$ cat config.mk
export PLATFORM = sky130hd
export DESIGN_NAME = ipc_idle_ctrl
export DESIGN_NICKNAME = d
export VERILOG_FILES = /design/src/hdl/ipc_idle_ctrl.v
export VERILOG_INCLUDE_DIRS = /design/src /design/src/hdl
export SDC_FILE = /design/constraint.sdc
export NUM_CORES = 1
export LEC_CHECK = 0
export ABC_AREA = 1
export BUFFER_PORTS_ARGS = -buffer_cell sky130_fd_sc_hd__buf_4
export CORE_UTILIZATION = 48
export CTS_CLUSTER_DIAMETER = 200
export DETAILED_ROUTE_END_ITERATION = 16
export PLACE_DENSITY = 0.81
export RECOVER_POWER = 50
export SYNTH_ARGS = -nofsm -noshare
export SYNTH_HDL_FRONTEND = slang
export SYNTH_SLANG_ARGS = --single-unit
$ cat constraint.sdc
create_clock -name clk -period 1.28 [get_ports clk]
set_input_delay 0.128 -clock clk [delete_from_list [all_inputs] [get_ports clk]]
set_output_delay 0.128 -clock clk [all_outputs]
set_load 0.01 [all_outputs]
$ cat src/hdl/ipc_defs.vh
`ifndef IPC_DEFS_VH
`define IPC_DEFS_VH
`define IPC_POWER_CONTROL_REGISTER_W 8
`define IPC_POWER_CONTROL_REGISTER_RST 8'h00
`define IPC_IDLE_BIT 0
`define IPC_RST_SYNC_LEN 2'h3
`define IPC_RST_CNT_W 2
`define IPC_RST_CNT_ZERO 2'h0
`define IPC_RST_CNT_ONE 2'h1
`define IPC_ST_W 3
`define IPC_ST_RUN 3'h1
`define IPC_ST_IDLE 3'h2
`define IPC_ST_WAKE_RST 3'h4
`endif

$ cat src/hdl/ipc_idle_ctrl.v
`include "ipc_defs.vh"

// Idle mode controller: holds the idle request bit and gates the CPU clock enable.
module ipc_idle_ctrl (
  input wire clk, // system clock, may stop at any time
  input wire rst_n, // asynchronous reset, active low
  input wire power_control_register_wr, // CPU writes the power control register this cycle
  input wire [`IPC_POWER_CONTROL_REGISTER_W-1:0] power_control_register_wdata, // data written to the power control register
  input wire instr_done, // CPU retires the current instruction this cycle
  input wire irq_pending, // an enabled interrupt is asserted
  input wire hw_reset_req, // external hardware reset request, active high
  output reg [`IPC_POWER_CONTROL_REGISTER_W-1:0] power_control_register_rdata, // power control register contents
  output reg cpu_clk_en, // CPU clock enable, low while idle
  output reg idle_active, // device is in idle mode
  output reg ram_block, // internal RAM access blocked
  output reg core_reset // internal reset to the core, active high
);

  localparam ST_RUN = `IPC_ST_RUN;
  localparam ST_IDLE = `IPC_ST_IDLE;
  localparam ST_WAKE_RST = `IPC_ST_WAKE_RST;
  localparam [`IPC_POWER_CONTROL_REGISTER_W-1:0] POWER_CONTROL_REGISTER_RST = `IPC_POWER_CONTROL_REGISTER_RST;

  // Current and next controller state, one-hot.
  reg [`IPC_ST_W-1:0] state_r;
  reg [`IPC_ST_W-1:0] state_nxt;
  // Stored power control register and its next value.
  reg [`IPC_POWER_CONTROL_REGISTER_W-1:0] power_control_register_r;
  wire [`IPC_POWER_CONTROL_REGISTER_W-1:0] power_control_register_nxt;
  // Wake window counter.
  reg [`IPC_RST_CNT_W-1:0] rst_cnt_r;
  reg [`IPC_RST_CNT_W-1:0] rst_cnt_nxt;
  // Idle bit written, waiting for the writing instruction to retire.
  reg idle_pend_r;
  reg idle_pend_nxt;
  // Next values of the registered outputs.
  reg cpu_clk_en_nxt;
  reg idle_active_nxt;
  reg ram_block_nxt;
  reg core_reset_nxt;

  // State decode.
  wire in_run;
  wire in_idle;
  wire in_wake;
  // Events of the current cycle.
  wire write_ok;
  wire write_idle;
  wire idle_req;
  reg enter_idle;
  reg wake_by_rst;
  reg wake_by_irq;
  reg rst_from_run;
  reg wake_start;
  reg wake_last;
  reg clear_idle_bit;
  wire load_rst;

  assign in_run = (state_r == ST_RUN);
  assign in_idle = (state_r == ST_IDLE);
  assign in_wake = (state_r == ST_WAKE_RST);

  // Writes are refused while idle and during the wake window.
  assign write_ok = in_run && power_control_register_wr;
  assign write_idle = write_ok && power_control_register_wdata[`IPC_IDLE_BIT];
  assign idle_req = idle_pend_r || write_idle;

  // Suspend only once the writing instruction has retired, and never under reset.
  always @* begin
    enter_idle = 1'b0;
    if (in_run && idle_req && instr_done && !hw_reset_req) begin
      enter_idle = 1'b1;
    end
  end

  // A hardware reset wins over an interrupt.
  always @* begin
    wake_by_rst = 1'b0;
    if (in_idle && hw_reset_req) begin
      wake_by_rst = 1'b1;
    end
  end

  // Any enabled interrupt ends idle.
  always @* begin
    wake_by_irq = 1'b0;
    if (in_idle && !hw_reset_req && irq_pending) begin
      wake_by_irq = 1'b1;
    end
  end

  // A reset while running also opens the wake window.
  always @* begin
    rst_from_run = 1'b0;
    if (in_run && hw_reset_req) begin
      rst_from_run = 1'b1;
    end
  end

  always @* begin
    wake_start = 1'b0;
    if (wake_by_rst || rst_from_run) begin
      wake_start = 1'b1;
    end
  end

  // Last cycle of the wake window.
  always @* begin
    wake_last = 1'b0;
    if (in_wake && (rst_cnt_r == `IPC_RST_CNT_ONE)) begin
      wake_last = 1'b1;
    end
  end

  // The idle request bit is cleared by hardware on every way out of idle.
  always @* begin
    clear_idle_bit = 1'b0;
    if (wake_by_rst || wake_by_irq || in_wake) begin
      clear_idle_bit = 1'b1;
    end
  end

  assign load_rst = wake_last;

  always @* begin
    state_nxt = state_r;
    case (state_r)
      ST_RUN: begin
        if (rst_from_run) begin
          state_nxt = ST_WAKE_RST;
        end else if (enter_idle) begin
          state_nxt = ST_IDLE;
        end
      end
      ST_IDLE: begin
        // The program counter is untouched, so service returns to the next instruction.
        if (wake_by_rst) begin
          state_nxt = ST_WAKE_RST;
        end else if (wake_by_irq) begin
          state_nxt = ST_RUN;
        end
      end
      ST_WAKE_RST: begin
        if (wake_last) begin
          state_nxt = ST_RUN;
        end
      end
      default: begin
        state_nxt = ST_RUN;
      end
    endcase
  end

  // The CPU runs a few instructions with RAM blocked before reset takes over.
  always @* begin
    rst_cnt_nxt = rst_cnt_r;
    if (wake_start) begin
      rst_cnt_nxt = `IPC_RST_SYNC_LEN;
    end else if (in_wake && (rst_cnt_r != `IPC_RST_CNT_ZERO)) begin
      rst_cnt_nxt = rst_cnt_r - `IPC_RST_CNT_ONE;
    end
  end

  always @* begin
    idle_pend_nxt = idle_pend_r;
    if (write_ok) begin
      idle_pend_nxt = power_control_register_wdata[`IPC_IDLE_BIT];
    end
    if (enter_idle || wake_last) begin
      idle_pend_nxt = 1'b0;
    end
  end

  // Each register bit takes the reset value, a write, or holds; the idle bit can also take a hardware clear.
  genvar gi;
  generate
    for (gi = 0; gi < `IPC_POWER_CONTROL_REGISTER_W; gi = gi + 1) begin : g_power_control_register_bit
      if (gi == `IPC_IDLE_BIT) begin : g_idle
        assign power_control_register_nxt[gi] = load_rst ? POWER_CONTROL_REGISTER_RST[gi] :
                              clear_idle_bit ? 1'b0 :
                              write_ok ? power_control_register_wdata[gi] :
                              power_control_register_r[gi];
      end else begin : g_other
        assign power_control_register_nxt[gi] = load_rst ? POWER_CONTROL_REGISTER_RST[gi] :
                              write_ok ? power_control_register_wdata[gi] :
                              power_control_register_r[gi];
      end
    end
  endgenerate

  // Only the CPU clock is gated; this block and the peripherals keep running.
  always @* begin
    cpu_clk_en_nxt = 1'b1;
    if (state_nxt == ST_IDLE) begin
      cpu_clk_en_nxt = 1'b0;
    end
  end

  // Idle is flagged from the cycle after the entering edge.
  always @* begin
    idle_active_nxt = 1'b0;
    if (state_nxt == ST_IDLE) begin
      idle_active_nxt = 1'b1;
    end
  end

  always @* begin
    ram_block_nxt = 1'b0;
    if (state_nxt == ST_WAKE_RST) begin
      ram_block_nxt = 1'b1;
    end
  end

  // The core reset pulse marks the end of the wake window.
  always @* begin
    core_reset_nxt = 1'b0;
    if (wake_last) begin
      core_reset_nxt = 1'b1;
    end
  end

  // Plain flops only, so a stopped clock holds every value.
  always @(posedge clk or negedge rst_n) begin
    if (!rst_n) begin
      state_r <= ST_RUN;
    end else begin
      state_r <= state_nxt;
    end
  end

  // Nothing but a write, an idle exit or a reset changes the register.
  always @(posedge clk or negedge rst_n) begin
    if (!rst_n) begin
      power_control_register_r <= POWER_CONTROL_REGISTER_RST;
    end else begin
      power_control_register_r <= power_control_register_nxt;
    end
  end

  // The counter is loaded as the wake window opens and only counts down inside it.
  always @(posedge clk or negedge rst_n) begin
    if (!rst_n) begin
      rst_cnt_r <= `IPC_RST_CNT_ZERO;
    end else begin
      rst_cnt_r <= rst_cnt_nxt;
    end
  end

  // A pending request survives until its instruction retires.
  always @(posedge clk or negedge rst_n) begin
    if (!rst_n) begin
      idle_pend_r <= 1'b0;
    end else begin
      idle_pend_r <= idle_pend_nxt;
    end
  end

  // The read copy shows the value stored at the same edge.
  always @(posedge clk or negedge rst_n) begin
    if (!rst_n) begin
      power_control_register_rdata <= POWER_CONTROL_REGISTER_RST;
    end else begin
      power_control_register_rdata <= power_control_register_nxt;
    end
  end

  // The clock enable returns in the cycle after the wake edge.
  always @(posedge clk or negedge rst_n) begin
    if (!rst_n) begin
      cpu_clk_en <= 1'b1;
    end else begin
      cpu_clk_en <= cpu_clk_en_nxt;
    end
  end

  always @(posedge clk or negedge rst_n) begin
    if (!rst_n) begin
      idle_active <= 1'b0;
    end else begin
      idle_active <= idle_active_nxt;
    end
  end

  always @(posedge clk or negedge rst_n) begin
    if (!rst_n) begin
      ram_block <= 1'b0;
    end else begin
      ram_block <= ram_block_nxt;
    end
  end

  always @(posedge clk or negedge rst_n) begin
    if (!rst_n) begin
      core_reset <= 1'b0;
    end else begin
      core_reset <= core_reset_nxt;
    end
  end

endmodule

## Word-level counts from Yosys, hierarchy flattened

Cells that the tools add are included.

| operators by class | value |
|---|---|
| bitwise gates (word level) | 0 |
| reduce and logical (&&, ||, !) cells | 22 |
| div/mod/pow operators | 0 |
| $lt $le $gt $ge | 0 |
| mux-type cells | 37 |
| add/subtract/negate cells | 1 |
| equality and inequality tests | 6 |
| shifts and indexed selects | 0 |
| multipliers | 0 |

Operators by type and width:

| kind | count |
|---|---|
| two-way mux 1 bit | 29 |
| two-way mux 3 bit | 5 |
| logical AND 1 bit | 11 |
| case mux 3 bit (3 select lines) | 1 |
| nonzero test 2 bit | 4 |
| == test 3 x 2 -> 1 bit (second input constant) | 2 |
| == test 3 bit (second input constant) | 2 |
| logical OR 1 bit | 5 |
| two-way mux 2 bit | 2 |
| == test 3 x 1 -> 1 bit (second input constant) | 1 |
| nonzero test 3 bit | 1 |
| == test 2 x 1 -> 1 bit (second input constant) | 1 |
| subtractor 2 x 1 -> 2 bit (second input constant) | 1 |
| logical NOT 1 bit | 1 |

| storage, ports and cells | value |
|---|---|
| input port bits | 14 |
| bits in latches | 0 |
| memory bits (writable) | 0 |
| register bits after elaboration | 18 |
| memory bits (read-only) | 0 |
| output and inout bits | 12 |
| memories | 0 |

## Logic depth before layout (Yosys ltp)

| logic depth | value |
|---|---|
| word-level depth | 13 |
| gate-level depth with buffers | 7 |
| mapped depth without buffers | 7 |

## Least setup slack after synthesis

Ideal clock, no wire load.

| path | value |
|---|---|
| path kind | reg2reg |
| from | reg state_r[0] |
| to | reg power_control_register_rdata[1] |
| setup time | 0.118 ns |
| required time | 1.162 ns |
| arrival time | 1.050 ns |
| setup slack | 0.113 ns |
| stages on the path, launching flop included | 8 |
| period minus slack after synthesis | 1.167 ns |
| buffers on the path | 0 |
| cell sequence | dfstp_2 -> inv_2 -> nor2_2 -> nand2_2 -> inv_4 -> nand2_4 -> nand3_1 -> nand2_1 |

| between the ends | value |
|---|---|
| longest elaborated chain between the ends | 4 |
| elaborated cells between the ends (all ways) | 7 |
| classes of those cells | 2 x eq/ne; 2 x mux; 3 x reduce/logical |

RTL lines:

| what | RTL line | RTL |
|---|---|---|
| start: declaration | ipc_idle_ctrl.v:25 | `` reg [`IPC_ST_W-1:0] state_r; `` |
| start signal: assignment | ipc_idle_ctrl.v:227 | `state_r <= state_nxt;` |
| == test 3 bit | ipc_idle_ctrl.v:61 | `assign in_wake = (state_r == ST_WAKE_RST);` |
| logical AND 1 bit | ipc_idle_ctrl.v:110 | `` if (in_wake && (rst_cnt_r == `IPC_RST_CNT_ONE)) begin `` |
| two-way mux 1 bit | ipc_idle_ctrl.v:110 |  |
| two-way mux 1 bit or nonzero test 2 bit (tied branches) | n/a |  |
| end signal: assignment | ipc_idle_ctrl.v:263 | `power_control_register_rdata <= power_control_register_nxt;` |
| end: declaration | ipc_idle_ctrl.v:12 | `` output reg [`IPC_POWER_CONTROL_REGISTER_W-1:0] power_control_register_rdata, `` |

Several ways; a longest one is shown, not always the timed one.
A chain may end at the register's enable or synchronous reset.

## Worst setup path after layout

| path | value |
|---|---|
| from | reg state_r[0] |
| to | reg state_r[0] |

| between the ends | value |
|---|---|
| longest elaborated chain between the ends | 11 |
| elaborated cells between the ends (all ways) | 25 |
| classes of those cells | 3 x eq/ne; 11 x mux; 11 x reduce/logical |

RTL lines:

| what | RTL line | RTL |
|---|---|---|
| == test 3 x 1 -> 1 bit | ipc_idle_ctrl.v:59, ipc_idle_ctrl.v:127 |  |
| logical AND 1 bit | ipc_idle_ctrl.v:64 | `assign write_ok = in_run && power_control_register_wr;` |
| logical AND 1 bit | ipc_idle_ctrl.v:65 | `` assign write_idle = write_ok && power_control_register_wdata[`IPC_IDLE_BIT]; `` |
| logical OR 1 bit | ipc_idle_ctrl.v:66 | `assign idle_req = idle_pend_r \|\| write_idle;` |
| logical AND 1 bit (3 in series) | ipc_idle_ctrl.v:71 | `if (in_run && idle_req && instr_done && !hw_reset_req) begin` |
| two-way mux 1 bit | ipc_idle_ctrl.v:71 |  |
| two-way mux 3 bit | ipc_idle_ctrl.v:131 | `end else if (enter_idle) begin` |
| two-way mux 3 bit | ipc_idle_ctrl.v:129 | `if (rst_from_run) begin` |
| case mux 3 bit (3 select lines) * | ipc_idle_ctrl.v:127 | `case (state_r)` |
| net state_nxt[0] | ipc_idle_ctrl.v:26 | `` reg [`IPC_ST_W-1:0] state_nxt; `` |

The timed path passes the listed nets; every way through them passes the cells marked *.

==> out/qor.txt <==
critical path cell sequence - inv_2 > nor2_4 > nand4_1 > nand2_2 > nand2_2 > nand2_1 > nand2_1
share of the synthesized area in compound gates (AO/OA/AOI/OAI) - 5.79%
final hold violation count - 0
WL/cell - 12.3 um
Highest Clock Rate - 807 MHz
run status - finished, final reports clean
data arrival time of the worst path - 1.46 ns
number of instances on the worst hold path - 2
Clock Skews - 0.00871 ns
minimum hold slack - 0.0527 ns
Max clock buf depth - 2
cell with the largest stage delay on the worst path - sky130_fd_sc_hd__dfstp_2
xor-xnor portion of the synthesized cell area - 0%
most numerous cell types in the synthesized netlist - sky130_fd_sc_hd__nand2_1, sky130_fd_sc_hd__nand3_1, sky130_fd_sc_hd__dfrtp_1, sky130_fd_sc_hd__inv_1, sky130_fd_sc_hd__nor2_1
clock network latency to the later pin of the worst-skew pair - 0.29 ns
post-synthesis share of cell area spent on full adders, half adders and majority gates - 2.97%
portion of synthesized cell area occupied by the leading cell type - 47.5%
final critical delay including setup and external delays - 1.24 ns
number of synthesized flops with an enable pin - 0
weighted congestion reported at the end of routability-driven placement - 0.824
Synth area leader - sky130_fd_sc_hd__dfrtp_1
Data required, critical path - 1.50 ns
remaining antenna violation count after routing - 0
nets@finish - 146
kind of start point of the critical path - flop
Max Cap Viol - 0
Post-Syn Nets - 112
number of CTS-inserted buffers - 3
sequential area share after synthesis - 53.7%
global router's overall resource usage - 22.3%
element type at the critical path end - flop
Setup Total Neg Slack - 0 ns
CP max stage delay - 0.55 ns
RSZ-0062 raised after global routing - yes
Static Leak - 0.637 nW
die boundary height - 43.9 um
relative slew slack - 71.3%
flops & latches, synth - 18
Async S/R FF share, synth - 100%
Iteration-0 DRC Markers - 21
portion of the clock cycle consumed by the worst path in the final layout - 96.8%
number of top-level pins - 26
launch point of the critical path - state_r[0]$_DFF_PN1_
last element of the critical path - state_r[0]$_DFF_PN1_
number of diodes added for antenna fixing - 0
basic-gate share of the synthesized area counting and, or, nand and nor cells - 31.0%
area of the mapped netlist - 843 um^2
post-route DRC violation count - 0
worst vdd rail ir drop - 1.17 mV
initial antenna violation count - 0
routed via count - 748
Placeable Area - 1580 um^2
ratio of routed vias to standard cells - 5.19
FF-to-FF Start - state_r[0]$_DFF_PN1_
grt total ovfl - 0
internal reg-to-reg setup slack - 0.04 ns
share of layout cells above drive strength 1 - 40.6%
slew at the pin closest to its max-slew limit - 0.430 ns
mean instance size in the synthesized netlist - 8.78 um^2
setup violation total in the final timing report - 0
number of slew-limit violations in the final report - 0
number of warnings issued by yosys - 0
Clock Sink Count - 18
number of global-route vias before repair - 679
Unique masters post-synth - 20
Buffers on Ports - 25
number of cells on the worst reg-to-reg path - 7
TritonRoute pass-1 iters - 6
instance count of the mapped netlist - 96
final routed wirelength across all metal layers - 1.77 mm
reg-to-reg endpoint - state_r[0]$_DFF_PN1_
placed wire-length estimate after detailed placement - 1.28 mm
H-tree level count - 1
largest net degree at the start of global routing - 19
CTS root buffer - sky130_fd_sc_hd__clkbuf_4
library cell with the highest instance count after synthesis - sky130_fd_sc_hd__nand2_1
global-route wire length before repair - 3.00 mm
multiplexer area fraction after synthesis - 0%
clock tree from TritonCTS - done
Area contributors post-synth - sky130_fd_sc_hd__dfrtp_1, sky130_fd_sc_hd__nand3_1, sky130_fd_sc_hd__nand2_1
Die Span X - 43.9 um
primary flip-flop cell chosen by synthesis mapping - sky130_fd_sc_hd__dfrtp_1
starting density of the core - 53.5%
Worst Path Class, Setup - flop to flop
largest fanout of any net on the critical path - 3
dominant combinational cell family by area after synthesis - simple AND/OR/NAND/NOR gates
synthesis-to-layout area growth - 38.6%
std cell rows - 14
power per cell area - 2060 nW/um^2
clock input transition at the sequential cells of the worst setup and hold paths - 0.09 ns
die area - 1930 um^2
type of the worst min-delay path - input pin to flop
## layout make-up
type | instances | area [um^2]
Inverter | 12 | 50.0
Timing Repair Buffer | 29 | 218
Sequential cell | 18 | 454
Clock buffer | 3 | 22.5
Timing Repair inverter | 1 | 5.00
Tap cell | 16 | 20.0
Multi-Input combinational cell | 65 | 399
Fill cell | 113 | 408
## through the flow
step	cell area [um^2]	cells	total power (W)	worst slack (ns)	util [%]
global placement	1040	136	0.00185	0.0510	66.2
CTS	1080	141	0.00220	0.00344	68.7
global route	1170	144	0.00260	-0.0481	74.1
floorplan	843	96	0.00150	0.113	-
finish	1170	144	0.00240	0.0414	74.1
detailed placement	1040	136	0.00189	0.00233	66.2
## cell families (layout without fill, tap and decap cells)
kind of cell               after synthesis  in the layout
AOI/OAI and AO/OA                        9              9
adders and majority gates                2              2
buffers and inverters                   13             45
DFF                                     18             18
and+or+nand+nor                         54             54
## where the power goes
part	internal [W]	switching, W
registers	0.000793	0.000135
logic	0.000532	0.000672
clock network	0.000109	0.000161
total	0.00143	0.000968
## critical path, delay by kind of cell (launching register included)
kind / cells / cell delay (ns)
DFF: 1 / 0.55
buffers and inverters: 1 / 0.06
and+or+nand+nor: 6 / 0.56
## placed cells by master (no fill, tap or decap), drive strengths merged
cell type	netlist	final
a21oi	2	2
buf	1	27
clkbuf	0	4
clkinv	0	2
dfrtp	16	16
dfstp	2	2
dlygate4sd3	0	1
ha	2	2
inv	12	11
nand2	23	23
nand3	19	19
nand3b	1	1
nand4	1	1
nor2	9	9
nor3	1	1
o21ai	7	7
## repair_timing
item | 4_1_cts | 5_1_grt
gates cloned | 0 | 1
setup buffers | 1 | 2
hold buffers | 1 | 0
endpoints found under the hold margin | 18 | 0
setup endpoints to repair | 2 | 16
pin swaps | 0 | 5
resized for setup | 0 | 17
## state kept, by name (all words and copies together), names as in the netlist
signal / cells
power_control_register_rdata: 8
ram_block: 1
idle_pend_r: 1
idle_active: 1
rst_cnt_r: 2
state_r: 3
cpu_clk_en: 1
core_reset: 1
## per-layer routing
metal	track usage, %	part of all wire [%]	vias to the layer above
met3	5.00	4.6	4
met4	10.9	1.5	0
met2	33.7	48	21
met1	30.2	46	345
met5	0	0	-
li1	-	-	378
## worst min path at each step
stage	from	to	slack (ns)
global placement	rst_n	state_r[2]$_DFF_PN0_	0.006
floorplan	rst_n	core_reset$_DFF_PN0_	-0.17
detailed placement	rst_n	state_r[2]$_DFF_PN0_	0.009
CTS	irq_pending	idle_active$_DFF_PN0_	0.04
global route	irq_pending	idle_active$_DFF_PN0_	0.05
finish	irq_pending	idle_active$_DFF_PN0_	0.05
(Power assumes the default switching activity.)
